## config.mk

```make
export PLATFORM = sky130hd
export DESIGN_NAME = codec_control_port
export DESIGN_NICKNAME = d
export VERILOG_FILES = /design/src/codec_ctl_pkg.sv /design/src/input_sync.sv /design/src/codec_control_port.sv
export SDC_FILE = /design/constraint.sdc
export NUM_CORES = 2
export LEC_CHECK = 0
export BUFFER_PORTS_ARGS = -buffer_cell sky130_fd_sc_hd__buf_4
export CELL_PAD_IN_SITES_DETAIL_PLACEMENT = 0
export CELL_PAD_IN_SITES_GLOBAL_PLACEMENT = 2
export CORE_ASPECT_RATIO = 2
export CORE_UTILIZATION = 44
export DETAILED_ROUTE_END_ITERATION = 10
export GPL_ROUTABILITY_DRIVEN = 0
export PLACE_DENSITY_LB_ADDON = 0.1
export SYNTH_ARGS = -nofsm -noshare
export SYNTH_HDL_FRONTEND = slang
export SYNTH_SLANG_ARGS = --single-unit
```

## constraint.sdc

```tcl
create_clock -name ref_clk -period 58.3 [get_ports ref_clk]
set_input_delay 2.915 -clock ref_clk [delete_from_list [all_inputs] [get_ports ref_clk]]
set_output_delay 2.915 -clock ref_clk [all_outputs]
set_load 0.01 [all_outputs]
```

## src/codec_ctl_pkg.sv

```systemverilog
package codec_ctl_pkg;

    // Synchronised pin vector layout
    localparam int SYNC_W = 6;
    localparam int SY_CLK = 0;
    localparam int SY_DIN = 1;
    localparam int SY_CSAD0 = 2;
    localparam int SY_AD1 = 3;
    localparam int SY_RSTN = 4;
    localparam int SY_PLL = 5;

    // Bus addresses
    localparam logic [6:0] SPI_CHIP_ADDR = 7'h4F;
    localparam logic [4:0] I2C_ADDR_HI = 5'h13;

    // Register space
    localparam int REG_N = 128;
    localparam int PTR_W = 7;
    localparam int AUTOINC_BIT = 7;
    localparam logic [6:0] REG_POWER = 7'h02;
    localparam logic [6:0] REG_IFMT = 7'h04;
    localparam logic [6:0] REG_CLOCK = 7'h06;
    localparam logic [6:0] REG_VOLCTL = 7'h0D;
    localparam logic [6:0] REG_INT_STATUS = 7'h20;
    localparam logic [6:0] REG_INT_MASK = 7'h21;
    localparam logic [6:0] REG_INT_MODE_LO = 7'h22;
    localparam logic [6:0] REG_INT_MODE_HI = 7'h23;
    localparam logic [6:0] REG_INT_PIN = 7'h24;
    localparam int PDN_BIT = 0;
    localparam int PLL_SEL_BIT = 1;
    localparam logic [7:0] POWER_RST = 8'h01;
    localparam logic [7:0] IFMT_RST = 8'h40;
    localparam logic [7:0] VOLCTL_RST = 8'h08;

    // Interrupt configuration
    localparam int INT_N = 8;
    localparam logic [1:0] INT_ACT_LOW = 2'h0;
    localparam logic [1:0] INT_ACT_HIGH = 2'h1;
    localparam logic [1:0] INT_OPEN_DRAIN = 2'h2;
    localparam logic [1:0] SRC_LEVEL = 2'h0;
    localparam logic [1:0] SRC_RISE = 2'h1;
    localparam logic [1:0] SRC_FALL = 2'h2;

    // Reference ramp mute time
    localparam int VREF_RAMP_MS = 80;
    localparam int CLK_MHZ = 250;
    localparam int VREF_RAMP_CYCLES = VREF_RAMP_MS * 1000 * CLK_MHZ;
    localparam int RAMP_W = 25;

    typedef enum logic [2:0] {
        ST_IDLE = 3'h0,
        ST_ADDR = 3'h1,
        ST_MAP = 3'h2,
        ST_WDATA = 3'h3,
        ST_RDATA = 3'h4,
        ST_DACK = 3'h5,
        ST_HACK = 3'h6,
        ST_SKIP = 3'h7
    } xfer_state_t;

    function automatic logic [7:0] regReset(input logic [6:0] idx);
        case (idx)
            REG_POWER: return POWER_RST;
            REG_IFMT: return IFMT_RST;
            REG_VOLCTL: return VOLCTL_RST;
            default: return 8'h00;
        endcase
    endfunction

endpackage

```

## src/input_sync.sv

```systemverilog
module input_sync (
    input wire logic ref_clk,
    input wire logic rst,
    input wire logic [codec_ctl_pkg::SYNC_W-1:0] rawIn,
    output logic [codec_ctl_pkg::SYNC_W-1:0] level
);
    import codec_ctl_pkg::*;

    typedef struct packed {
        logic [SYNC_W-1:0] s1;
        logic [SYNC_W-1:0] s2;
        logic [SYNC_W-1:0] s3;
        logic [SYNC_W-1:0] lvl;
    } sync_state_t;

    sync_state_t s, next_s;
    logic [SYNC_W-1:0] nextLvl;

    // Level moves only once the second and third stages agree
    for (genvar g = 0; g < SYNC_W; g++) begin : g_bit
        assign nextLvl[g] = (s.s2[g] == s.s3[g]) ? s.s3[g] : s.lvl[g];
    end

    always_comb begin
        next_s = s;
        next_s.s1 = rawIn;
        next_s.s2 = s.s1;
        next_s.s3 = s.s2;
        next_s.lvl = nextLvl;
    end

    always_ff @(posedge ref_clk or posedge rst) begin
        if (rst) begin
            s <= '0;
        end else begin
            s <= next_s;
        end
    end

    assign level = s.lvl;

endmodule // input_sync

```

## src/codec_control_port.sv

```systemverilog
// Function
// RULE1 - Falling edge on chip select after reset release selects four-wire mode
// RULE2 - In two-wire mode strap levels caught during reset form address bits
// RULE3 - Four-wire input sampled on clock rise, output shifted on clock fall
// RULE4 - Host sends chip address 1001111 then direction bit, low for write
// RULE5 - Four-wire write: pointer byte first, then data into pointed register
// RULE6 - Pointer is eight bits, most significant bit first
// RULE7 - Four-wire serial output stays released during writes
// RULE8 - Pointer advances per byte when autoincrement set, else unchanged
// RULE9 - Host sets pointer by partial write before a four-wire read
// RULE10 - Four-wire read drives register MSB on first fall after direction
// RULE11 - Two-wire address is 10011 plus straps; eighth bit high for read
// RULE12 - Two-wire write: first byte is pointer, later bytes stored
// RULE13 - Two-wire read returns pointed register, continuing when autoincrement
// RULE14 - Device acknowledges received bytes; host acknowledges sent bytes
// RULE15 - Host loads pointer with a pointer-only write ended by stop
// RULE16 - Interrupt pin active low, active high, or open-drain low
// RULE17 - Each interrupt source has a mask and rise, fall or level mode
// RULE18 - Reset pin low holds all state and registers reset, muted, low power
// RULE19 - After reset writes accepted; power-down bit cleared leaves low power
// RULE20 - With PLL selected, audio outputs stay disabled until PLL locks
// RULE21 - Outputs muted for about 80 ms after reset exit
// RULE22 - Port runs asynchronously; host keeps pins static when idle
// RULE23 - Register updates reach audio logic only through this clock domain
module codec_control_port #(
    parameter int unsigned RAMP_CYCLES = codec_ctl_pkg::VREF_RAMP_CYCLES
) (
    input wire logic ref_clk,
    input wire logic rst,
    input wire logic controlBitClock,
    input wire logic controlSerialIn,
    input wire logic addr0OrChipSelect,
    input wire logic addrStrapBit1,
    input wire logic resetPinN,
    input wire logic pllLocked,
    input wire logic [codec_ctl_pkg::INT_N-1:0] intSource,
    output logic controlSerialOut,
    output logic controlSerialOutEnN,
    output logic dataPinOut,
    output logic dataPinEnN,
    output logic intPinOut,
    output logic intPinEnN,
    output logic globalPowerDown,
    output logic muteOut,
    output logic audioOutEnable,
    output logic spiModeActive,
    output logic [7:0] powerControl
);
    import codec_ctl_pkg::*;

    typedef struct packed {
        xfer_state_t st;
        xfer_state_t ackNext;
        logic spiMode;
        logic [1:0] strap;
        logic [2:0] bitCnt;
        logic byteDone;
        logic rw;
        logic [7:0] shiftIn;
        logic [7:0] shiftOut;
        logic [7:0] map;
        logic txFirst;
        logic hostAck;
        logic lastClk;
        logic lastDin;
        logic lastCs;
        logic sdo;
        logic sdoEnN;
        logic sdaOut;
        logic sdaEnN;
        logic [INT_N-1:0] srcPrev;
        logic [INT_N-1:0] sticky;
        logic intOut;
        logic intEnN;
        logic [RAMP_W-1:0] ramp;
        logic muted;
        logic lowPower;
        logic audioEn;
    } ctl_state_t;

    localparam ctl_state_t CTL_RST = '{
        st: ST_IDLE, ackNext: ST_IDLE, sdoEnN: 1'b1, sdaEnN: 1'b1,
        intOut: 1'b1, intEnN: 1'b1, muted: 1'b1, lowPower: 1'b1,
        default: '0
    };
    localparam logic [RAMP_W-1:0] RAMP_END = RAMP_W'(RAMP_CYCLES - 1);

    ctl_state_t s, next_s;
    logic [SYNC_W-1:0] lvl;
    logic [7:0] regs [REG_N];
    logic wrEn;
    logic [PTR_W-1:0] wrIdx;
    logic [7:0] wrData;
    logic clrStatus;
    logic [INT_N-1:0] evt;
    logic [INT_N-1:0] statusView;
    logic inReset;
    logic din;
    logic csLvl;
    logic clkRise;
    logic clkFall;
    logic csFall;
    logic sdaStart;
    logic sdaStop;
    logic intActive;
    logic pllBlocks;

    input_sync u_sync (
        .ref_clk(ref_clk),
        .rst(rst),
        .rawIn({pllLocked, resetPinN, addrStrapBit1, addr0OrChipSelect,
                controlSerialIn, controlBitClock}),
        .level(lvl)
    );

    assign inReset = ~lvl[SY_RSTN];
    assign din = lvl[SY_DIN];
    assign csLvl = lvl[SY_CSAD0];
    assign clkRise = ~s.lastClk & lvl[SY_CLK];
    assign clkFall = s.lastClk & ~lvl[SY_CLK];
    assign csFall = s.lastCs & ~csLvl;
    assign sdaStart = s.lastClk & lvl[SY_CLK] & s.lastDin & ~din;
    assign sdaStop = s.lastClk & lvl[SY_CLK] & ~s.lastDin & din;
    assign pllBlocks = regs[REG_CLOCK][PLL_SEL_BIT] & ~lvl[SY_PLL];

    // Per-source edge or level detection
    for (genvar g = 0; g < INT_N; g++) begin : g_src
        logic [1:0] mode;
        assign mode = {regs[REG_INT_MODE_HI][g], regs[REG_INT_MODE_LO][g]};
        assign evt[g] = (mode == SRC_RISE) ? (intSource[g] & ~s.srcPrev[g])
                      : (mode == SRC_FALL) ? (~intSource[g] & s.srcPrev[g])
                      : 1'b0; // see RULE17
        assign statusView[g] = (mode == SRC_RISE || mode == SRC_FALL)
                             ? s.sticky[g] : intSource[g];
    end
    assign intActive = |(statusView & regs[REG_INT_MASK]); // see RULE17

    function automatic logic [7:0] rdData(input logic [PTR_W-1:0] idx);
        return (idx == REG_INT_STATUS) ? statusView : regs[idx];
    endfunction

    always_comb begin
        logic [7:0] byteIn;
        logic [7:0] data;
        logic loadTx;
        logic [PTR_W-1:0] loadIdx;
        byteIn = '0;
        data = '0;
        loadTx = 1'b0;
        loadIdx = s.map[PTR_W-1:0];
        next_s = s;
        wrEn = 1'b0;
        wrIdx = s.map[PTR_W-1:0];
        wrData = '0;
        clrStatus = 1'b0;
        next_s.lastClk = lvl[SY_CLK];
        next_s.lastDin = din;
        next_s.lastCs = csLvl;
        if (!s.spiMode && csFall) begin
            next_s.spiMode = 1'b1; // see RULE1
            next_s.st = ST_ADDR;
            next_s.bitCnt = 3'h0;
        end else if (s.spiMode) begin
            if (csLvl) begin
                next_s.st = ST_IDLE;
                next_s.sdoEnN = 1'b1; // see RULE7
            end else if (csFall) begin
                next_s.st = ST_ADDR;
                next_s.bitCnt = 3'h0;
            end else if (clkRise && (s.st == ST_ADDR || s.st == ST_MAP ||
                                     s.st == ST_WDATA)) begin
                byteIn = {s.shiftIn[6:0], din}; // see RULE3, RULE6
                next_s.shiftIn = byteIn;
                next_s.bitCnt = s.bitCnt + 3'h1;
                if (s.bitCnt == 3'h7) begin
                    case (s.st)
                        ST_ADDR: begin
                            if (byteIn[7:1] == SPI_CHIP_ADDR) begin // see RULE4
                                next_s.rw = byteIn[0];
                                next_s.st = byteIn[0] ? ST_RDATA : ST_MAP;
                                next_s.txFirst = 1'b1;
                            end else begin
                                next_s.st = ST_SKIP;
                            end
                        end
                        ST_MAP: begin
                            next_s.map = byteIn; // see RULE5
                            next_s.st = ST_WDATA;
                        end
                        default: begin
                            wrEn = 1'b1; // see RULE5
                            wrData = byteIn;
                            if (s.map[AUTOINC_BIT]) begin
                                next_s.map[PTR_W-1:0] =
                                    s.map[PTR_W-1:0] + 7'h01; // see RULE8
                            end
                        end
                    endcase
                end
            end else if (clkFall && s.st == ST_RDATA) begin
                if (s.bitCnt == 3'h0) begin
                    loadTx = 1'b1; // see RULE10
                    loadIdx = (!s.txFirst && s.map[AUTOINC_BIT])
                            ? s.map[PTR_W-1:0] + 7'h01
                            : s.map[PTR_W-1:0]; // see RULE8
                    next_s.map[PTR_W-1:0] = loadIdx;
                    next_s.txFirst = 1'b0;
                end else begin
                    next_s.sdo = s.shiftOut[7]; // see RULE3
                    next_s.shiftOut = {s.shiftOut[6:0], 1'b0};
                    next_s.bitCnt = s.bitCnt + 3'h1;
                end
            end
        end else begin
            if (sdaStart) begin
                next_s.st = ST_ADDR;
                next_s.bitCnt = 3'h0;
                next_s.byteDone = 1'b0;
                next_s.sdaEnN = 1'b1;
            end else if (sdaStop) begin
                next_s.st = ST_IDLE;
                next_s.sdaEnN = 1'b1;
            end else if (clkRise) begin
                case (s.st)
                    ST_ADDR, ST_MAP, ST_WDATA: begin
                        next_s.shiftIn = {s.shiftIn[6:0], din};
                        next_s.bitCnt = s.bitCnt + 3'h1;
                        next_s.byteDone = (s.bitCnt == 3'h7);
                    end
                    ST_RDATA: begin
                        next_s.bitCnt = s.bitCnt + 3'h1;
                        next_s.byteDone = (s.bitCnt == 3'h7);
                    end
                    ST_HACK: next_s.hostAck = ~din; // see RULE14
                    default: ;
                endcase
            end else if (clkFall) begin
                case (s.st)
                    ST_ADDR, ST_MAP, ST_WDATA: begin
                        if (s.byteDone) begin
                            next_s.byteDone = 1'b0;
                            next_s.sdaEnN = 1'b0; // see RULE14
                            next_s.st = ST_DACK;
                            next_s.ackNext = ST_WDATA;
                            if (s.st == ST_ADDR) begin
                                if (s.shiftIn[7:1] ==
                                    {I2C_ADDR_HI, s.strap}) begin // see RULE11
                                    next_s.rw = s.shiftIn[0];
                                    next_s.ackNext = s.shiftIn[0]
                                                   ? ST_RDATA : ST_MAP;
                                end else begin
                                    next_s.sdaEnN = 1'b1;
                                    next_s.st = ST_SKIP;
                                end
                            end else if (s.st == ST_MAP) begin
                                next_s.map = s.shiftIn; // see RULE12
                            end else begin
                                wrEn = 1'b1; // see RULE12
                                wrData = s.shiftIn;
                                if (s.map[AUTOINC_BIT]) begin
                                    next_s.map[PTR_W-1:0] =
                                        s.map[PTR_W-1:0] + 7'h01;
                                end
                            end
                        end
                    end
                    ST_DACK: begin
                        next_s.sdaEnN = 1'b1;
                        next_s.bitCnt = 3'h0;
                        if (s.ackNext == ST_RDATA) begin
                            loadTx = 1'b1; // see RULE13
                        end else begin
                            next_s.st = s.ackNext;
                        end
                    end
                    ST_RDATA: begin
                        if (s.byteDone) begin
                            next_s.byteDone = 1'b0;
                            next_s.sdaEnN = 1'b1;
                            next_s.st = ST_HACK;
                            if (s.map[AUTOINC_BIT]) begin
                                next_s.map[PTR_W-1:0] =
                                    s.map[PTR_W-1:0] + 7'h01; // see RULE13
                            end
                        end else begin
                            next_s.sdaEnN = s.shiftOut[7];
                            next_s.shiftOut = {s.shiftOut[6:0], 1'b0};
                        end
                    end
                    ST_HACK: begin
                        if (s.hostAck) begin
                            loadTx = 1'b1;
                        end else begin
                            next_s.st = ST_SKIP;
                        end
                    end
                    default: ;
                endcase
            end
        end
        if (loadTx) begin
            data = rdData(loadIdx);
            clrStatus = (loadIdx == REG_INT_STATUS);
            next_s.shiftOut = {data[6:0], 1'b0};
            next_s.st = ST_RDATA;
            if (s.spiMode) begin
                next_s.sdo = data[7];
                next_s.sdoEnN = 1'b0;
                next_s.bitCnt = 3'h1;
            end else begin
                next_s.sdaEnN = data[7];
                next_s.bitCnt = 3'h0;
            end
        end
        // Set wins over the clear-on-read
        next_s.srcPrev = intSource;
        next_s.sticky = (s.sticky & ~{INT_N{clrStatus}}) | evt;
        case (regs[REG_INT_PIN][1:0])
            INT_ACT_HIGH: begin
                next_s.intOut = intActive; // see RULE16
                next_s.intEnN = 1'b0;
            end
            INT_OPEN_DRAIN: begin
                next_s.intOut = 1'b0; // see RULE16
                next_s.intEnN = ~intActive;
            end
            default: begin
                next_s.intOut = ~intActive; // see RULE16
                next_s.intEnN = 1'b0;
            end
        endcase
        if (s.muted) begin
            if (s.ramp >= RAMP_END) begin
                next_s.muted = 1'b0; // see RULE21
            end else begin
                next_s.ramp = s.ramp + 1'b1;
            end
        end
        next_s.lowPower = regs[REG_POWER][PDN_BIT]; // see RULE19
        next_s.audioEn = ~s.muted & ~regs[REG_POWER][PDN_BIT] &
                         ~pllBlocks; // see RULE20, RULE23
        if (inReset) begin
            next_s = CTL_RST; // see RULE18
            next_s.strap = {lvl[SY_AD1], csLvl}; // see RULE2
            next_s.lastClk = lvl[SY_CLK];
            next_s.lastDin = din;
            next_s.lastCs = csLvl;
            wrEn = 1'b0;
            clrStatus = 1'b0;
        end
    end

    always_ff @(posedge ref_clk or posedge rst) begin
        if (rst) begin
            s <= CTL_RST;
        end else begin
            s <= next_s;
        end
    end

    always_ff @(posedge ref_clk or posedge rst) begin
        if (rst) begin
            for (int i = 0; i < REG_N; i++) begin
                regs[i] <= regReset(PTR_W'(i));
            end
        end else if (inReset) begin
            for (int i = 0; i < REG_N; i++) begin
                regs[i] <= regReset(PTR_W'(i)); // see RULE18
            end
        end else if (wrEn && wrIdx != REG_INT_STATUS) begin
            regs[wrIdx] <= wrData; // see RULE19
        end
    end

    assign controlSerialOut = s.sdo;
    assign controlSerialOutEnN = s.sdoEnN;
    assign dataPinOut = s.sdaOut;
    assign dataPinEnN = s.sdaEnN;
    assign intPinOut = s.intOut;
    assign intPinEnN = s.intEnN;
    assign globalPowerDown = s.lowPower;
    assign muteOut = s.muted;
    assign audioOutEnable = s.audioEn;
    assign spiModeActive = s.spiMode;
    assign powerControl = regs[REG_POWER];

    property p_spi_enter;
        @(posedge ref_clk) disable iff (rst)
        (!s.spiMode && csFall && !inReset) |=> s.spiMode;
    endproperty
    a_spi_enter: assert property (p_spi_enter) // see RULE1
        else $error("four-wire mode not entered on select fall");

    property p_strap;
        @(posedge ref_clk) disable iff (rst)
        inReset |=> (s.strap == $past({lvl[SY_AD1], csLvl}));
    endproperty
    a_strap: assert property (p_strap) // see RULE2
        else $error("strap levels not captured in reset");

    property p_sdo_hiz;
        @(posedge ref_clk) disable iff (rst)
        (s.spiMode && (s.st == ST_MAP || s.st == ST_WDATA)) |-> s.sdoEnN;
    endproperty
    a_sdo_hiz: assert property (p_sdo_hiz) // see RULE7
        else $error("serial output driven during write");

    property p_inc_off;
        @(posedge ref_clk) disable iff (rst)
        (wrEn && !s.map[AUTOINC_BIT]) |=> (s.map == $past(s.map));
    endproperty
    a_inc_off: assert property (p_inc_off) // see RULE8
        else $error("pointer moved with autoincrement off");

    property p_inc_on;
        @(posedge ref_clk) disable iff (rst)
        (wrEn && s.map[AUTOINC_BIT]) |=>
            (s.map[PTR_W-1:0] == $past(s.map[PTR_W-1:0]) + 7'h01);
    endproperty
    a_inc_on: assert property (p_inc_on) // see RULE8
        else $error("pointer not advanced with autoincrement on");

    // Index and data the first fall of a read byte should load
    logic [PTR_W-1:0] loadIdxChk;
    logic [7:0] loadChkData;
    assign loadIdxChk = (!s.txFirst && s.map[AUTOINC_BIT])
                      ? s.map[PTR_W-1:0] + 7'h01 : s.map[PTR_W-1:0];
    assign loadChkData = rdData(loadIdxChk);

    property p_read_drive;
        @(posedge ref_clk) disable iff (rst)
        (s.spiMode && !csLvl && !inReset && s.st == ST_RDATA && clkFall &&
         s.bitCnt == 3'h0) |=> (!s.sdoEnN && s.sdo == $past(loadChkData[7]));
    endproperty
    a_read_drive: assert property (p_read_drive) // see RULE10
        else $error("read data not driven on first fall");

    property p_ack;
        @(posedge ref_clk) disable iff (rst)
        (!s.spiMode && s.st == ST_DACK) |-> !s.sdaEnN;
    endproperty
    a_ack: assert property (p_ack) // see RULE14
        else $error("acknowledge not driven");

    property p_reset_hold;
        @(posedge ref_clk) disable iff (rst)
        inReset |=> (s.st == ST_IDLE && s.lowPower && s.muted);
    endproperty
    a_reset_hold: assert property (p_reset_hold) // see RULE18
        else $error("state not held during reset");

    property p_pll_gate;
        @(posedge ref_clk) disable iff (rst)
        s.audioEn |-> $past(!pllBlocks);
    endproperty
    a_pll_gate: assert property (p_pll_gate) // see RULE20
        else $error("audio enabled before pll lock");

    property p_ramp_mute;
        @(posedge ref_clk) disable iff (rst)
        $fell(inReset) |-> s.muted [*8];
    endproperty
    a_ramp_mute: assert property (p_ramp_mute) // see RULE21
        else $error("mute released too soon after reset");

endmodule // codec_control_port

```

==> metrics.csv <==
metric,value,unit
status,completed,
via_per_inst,6.134,
yosys_warnings,0,
slew_headroom,0.04098,
cts_buffers,107,
die_w,254.7,um
drive_gt1_frac,0.08128,
fp-row-count,185,
postCtsSetupBuffers,0,
wl_per_cell,27.16,um
die_y,507.5,um
port_buffers,32,
dr.pass1.iters,7,
final_common_cell,nor2_1,
synth-seq-cells,1138,
synth_area,56210,sq um
drc,0,
criticalPathCategory,flop to flop,
seq_area_frac_synth,0.5068,
synthCells,6276,
async_flop_share,1.000,
final_hold_viol_count,0,
clkTransAtPathRegs,70,ps
ioPinCount,34,
vias,47460,
fill_cells,12360,
nNetsFinal,6008,
clock_skew,35.40,ps
clkSinkCount,1138,
ant_nets,0,
cts_buffer_depth,3,
die_area,129300,sq um
grt_first_pass_wirelength,313.6,mm
worstMarginPinSlew,1429,ps
cp_max_fo,130,
gr-total-overflow,0,
setup_viol,0,
coreArea,126800,sq um
p_total,1.938,mW
endpoint_kind,flop,
min_period_over_period,0.1083,
drt_iter0_markers,4699,
drv_slew,0,
wirelength,210.2,mm
cts_hold_repair.buffers,0,
clockRootBuffer,clkbuf_16,
grt_max_degree,210,
period_needed,6315,ps
ys_types,85,
tns,0,ps
required,58870,ps
fmax,0.1584,GHz
p_leak,23.77,nW
first_global_vias,45860,
p_per_area,31.59,nW/um^2
hpwlAfterDp,133.2,mm
startpoint_type,flop,
syn_nets,6319,
area_growth,9.138,%
htree_levels,3,
synth.avg_cell_area,8.956,sq um
clk-insertion-delay-late,740,ps
rsz0062_at_grt,false,
grt_antenna_before_repair,5,
start_util,0.4431,
grt_usage,0.3260,
synth_flop_cell,dfrtp_1,
cts_tree,built,
hold_class,flop to flop,
vdd_drop_max,0.00002278,V
cts_resized,0,
layout_common_cells,"nor2_1 (1,359), dfrtp_1 (1,126), a211oi_1 (978)",
synth_edf_count,0,
drv_cap,0,
crit_arrival,6890,ps
flip-flops by register name, indices dropped and copies added (netlist names), 6 cells and up:
register,count
regs,1000
s,81
g_src.mode,16
u_sync.next_s,12
powerControl,8
u_sync.level,6
u_sync.s,6
cell families (layout without fill, tap and decap cells):
logic type,after synthesis,in the layout,share of synthesized area
buffers and inverters,650,427,0.04744
adders and majority gates,33,33,0.007079
other,1,2,0.00006672
AOI/OAI and AO/OA,1609,1609,0.2062
muxes,113,113,0.02742
DFF,1138,1138,0.5068
and+or+nand+nor,2693,2693,0.1986
xor gates and xnor gates,39,39,0.006344
stage by stage:
stage / std cells / setup WS, ps / utilization / instance area, sq um / hold slack (ps)
5_1_grt: 7737 / 51730 / 0.4836 / 61350 / 361.6
3_5_place_dp: 7539 / 52050 / 0.4540 / 57590 / 336.3
4_1_cts: 7736 / 52010 / 0.4836 / 61340 / 354.8
3_3_place_gp: 7539 / 52110 / 0.4540 / 57590 / 336.0
6_report: 7737 / 51980 / 0.4836 / 61350 / 355.4
2_1_floorplan: 6276 / 23350 / - / 56210 / 331.2
where the power goes:
group          internal [mW]  switching (mW)  total (mW)
logic                 0.0807           0.288       0.369
registers              0.794          0.0136       0.808
clock network          0.436           0.326       0.762
Yosys cell counts, types with 24 or more instances:
cell	instances	area [sq um]
ha_1	27	337.8
buf_4	28	210.2
or3_1	24	150.1
nand3_1	300	1501
o2111ai_1	51	446.7
dfrtp_1	1129	28250
nand4_1	42	262.8
nor2_1	1372	5150
mux4_2	31	698.2
a22oi_1	26	195.2
nand2_1	760	2853
inv_1	36	135.1
mux2i_1	64	640.6
nor3_1	44	220.2
a21oi_1	177	885.9
o22ai_1	46	287.8
buf_1	37	138.9
clkbuf_1	459	1723
a211oi_1	978	7342
buf_2	85	425.4
a31oi_1	78	488.0
and3_1	72	450.4
o21ai_0	73	365.4
worst max-delay path, stage by stage (launching register included):
cell and delay (ps):
dfrtp_1 330, buf_4 340, nor3b_4 540, o2111a_1 270, buf_4 260, xnor2_4 160
buf_12 490, buf_4 640, buf_4 620, buf_4 610, mux4_2 590, nand3_1 100
a31oi_1 170, o311ai_0 680, nand4_1 150
area by class of cell:
| type | count | area, sq um | area share |
|---|---|---|---|
| diodes | 1 | 2.502 | 0.00004079 |
| clock buffers | 159 | 3237 | 0.05276 |
| clock inverters | 38 | 514.2 | 0.008383 |
| inverters | 39 | 161.4 | 0.002631 |
| multi-input cells | 4488 | 25290 | 0.4122 |
| flip-flops and latches | 1138 | 28490 | 0.4645 |
| well taps | 1683 | 2106 | 0.03433 |
| repair buffers | 191 | 1546 | 0.02521 |
path summary, 6_finish.rpt:
kind                                    from               end  slack, ps  cells after the start
min reg2reg                u_sync.next_s[15]  u_sync.next_s[9]        360                      0
min in group asynchronous                rst   u_sync.level[3]       2340                      2
max                            spiModeActive             s[64]      51980                     14
max reg2reg                    spiModeActive             s[64]      51980                     14
max in group asynchronous                rst         regs[626]      53440                      4
min                        u_sync.next_s[15]  u_sync.next_s[9]        360                      0
layer usage:
layer | vias up | track usage | share of wire
met3 | 437 | 0.04307 | 0.051
met2 | 1507 | 0.5605 | 0.51
li1 | 21770 | - | -
met4 | 2 | 0.1672 | 0.056
met5 | - | 0 | 0.000033
met1 | 23750 | 0.3960 | 0.39
Power figures use the tool's default switching activity.
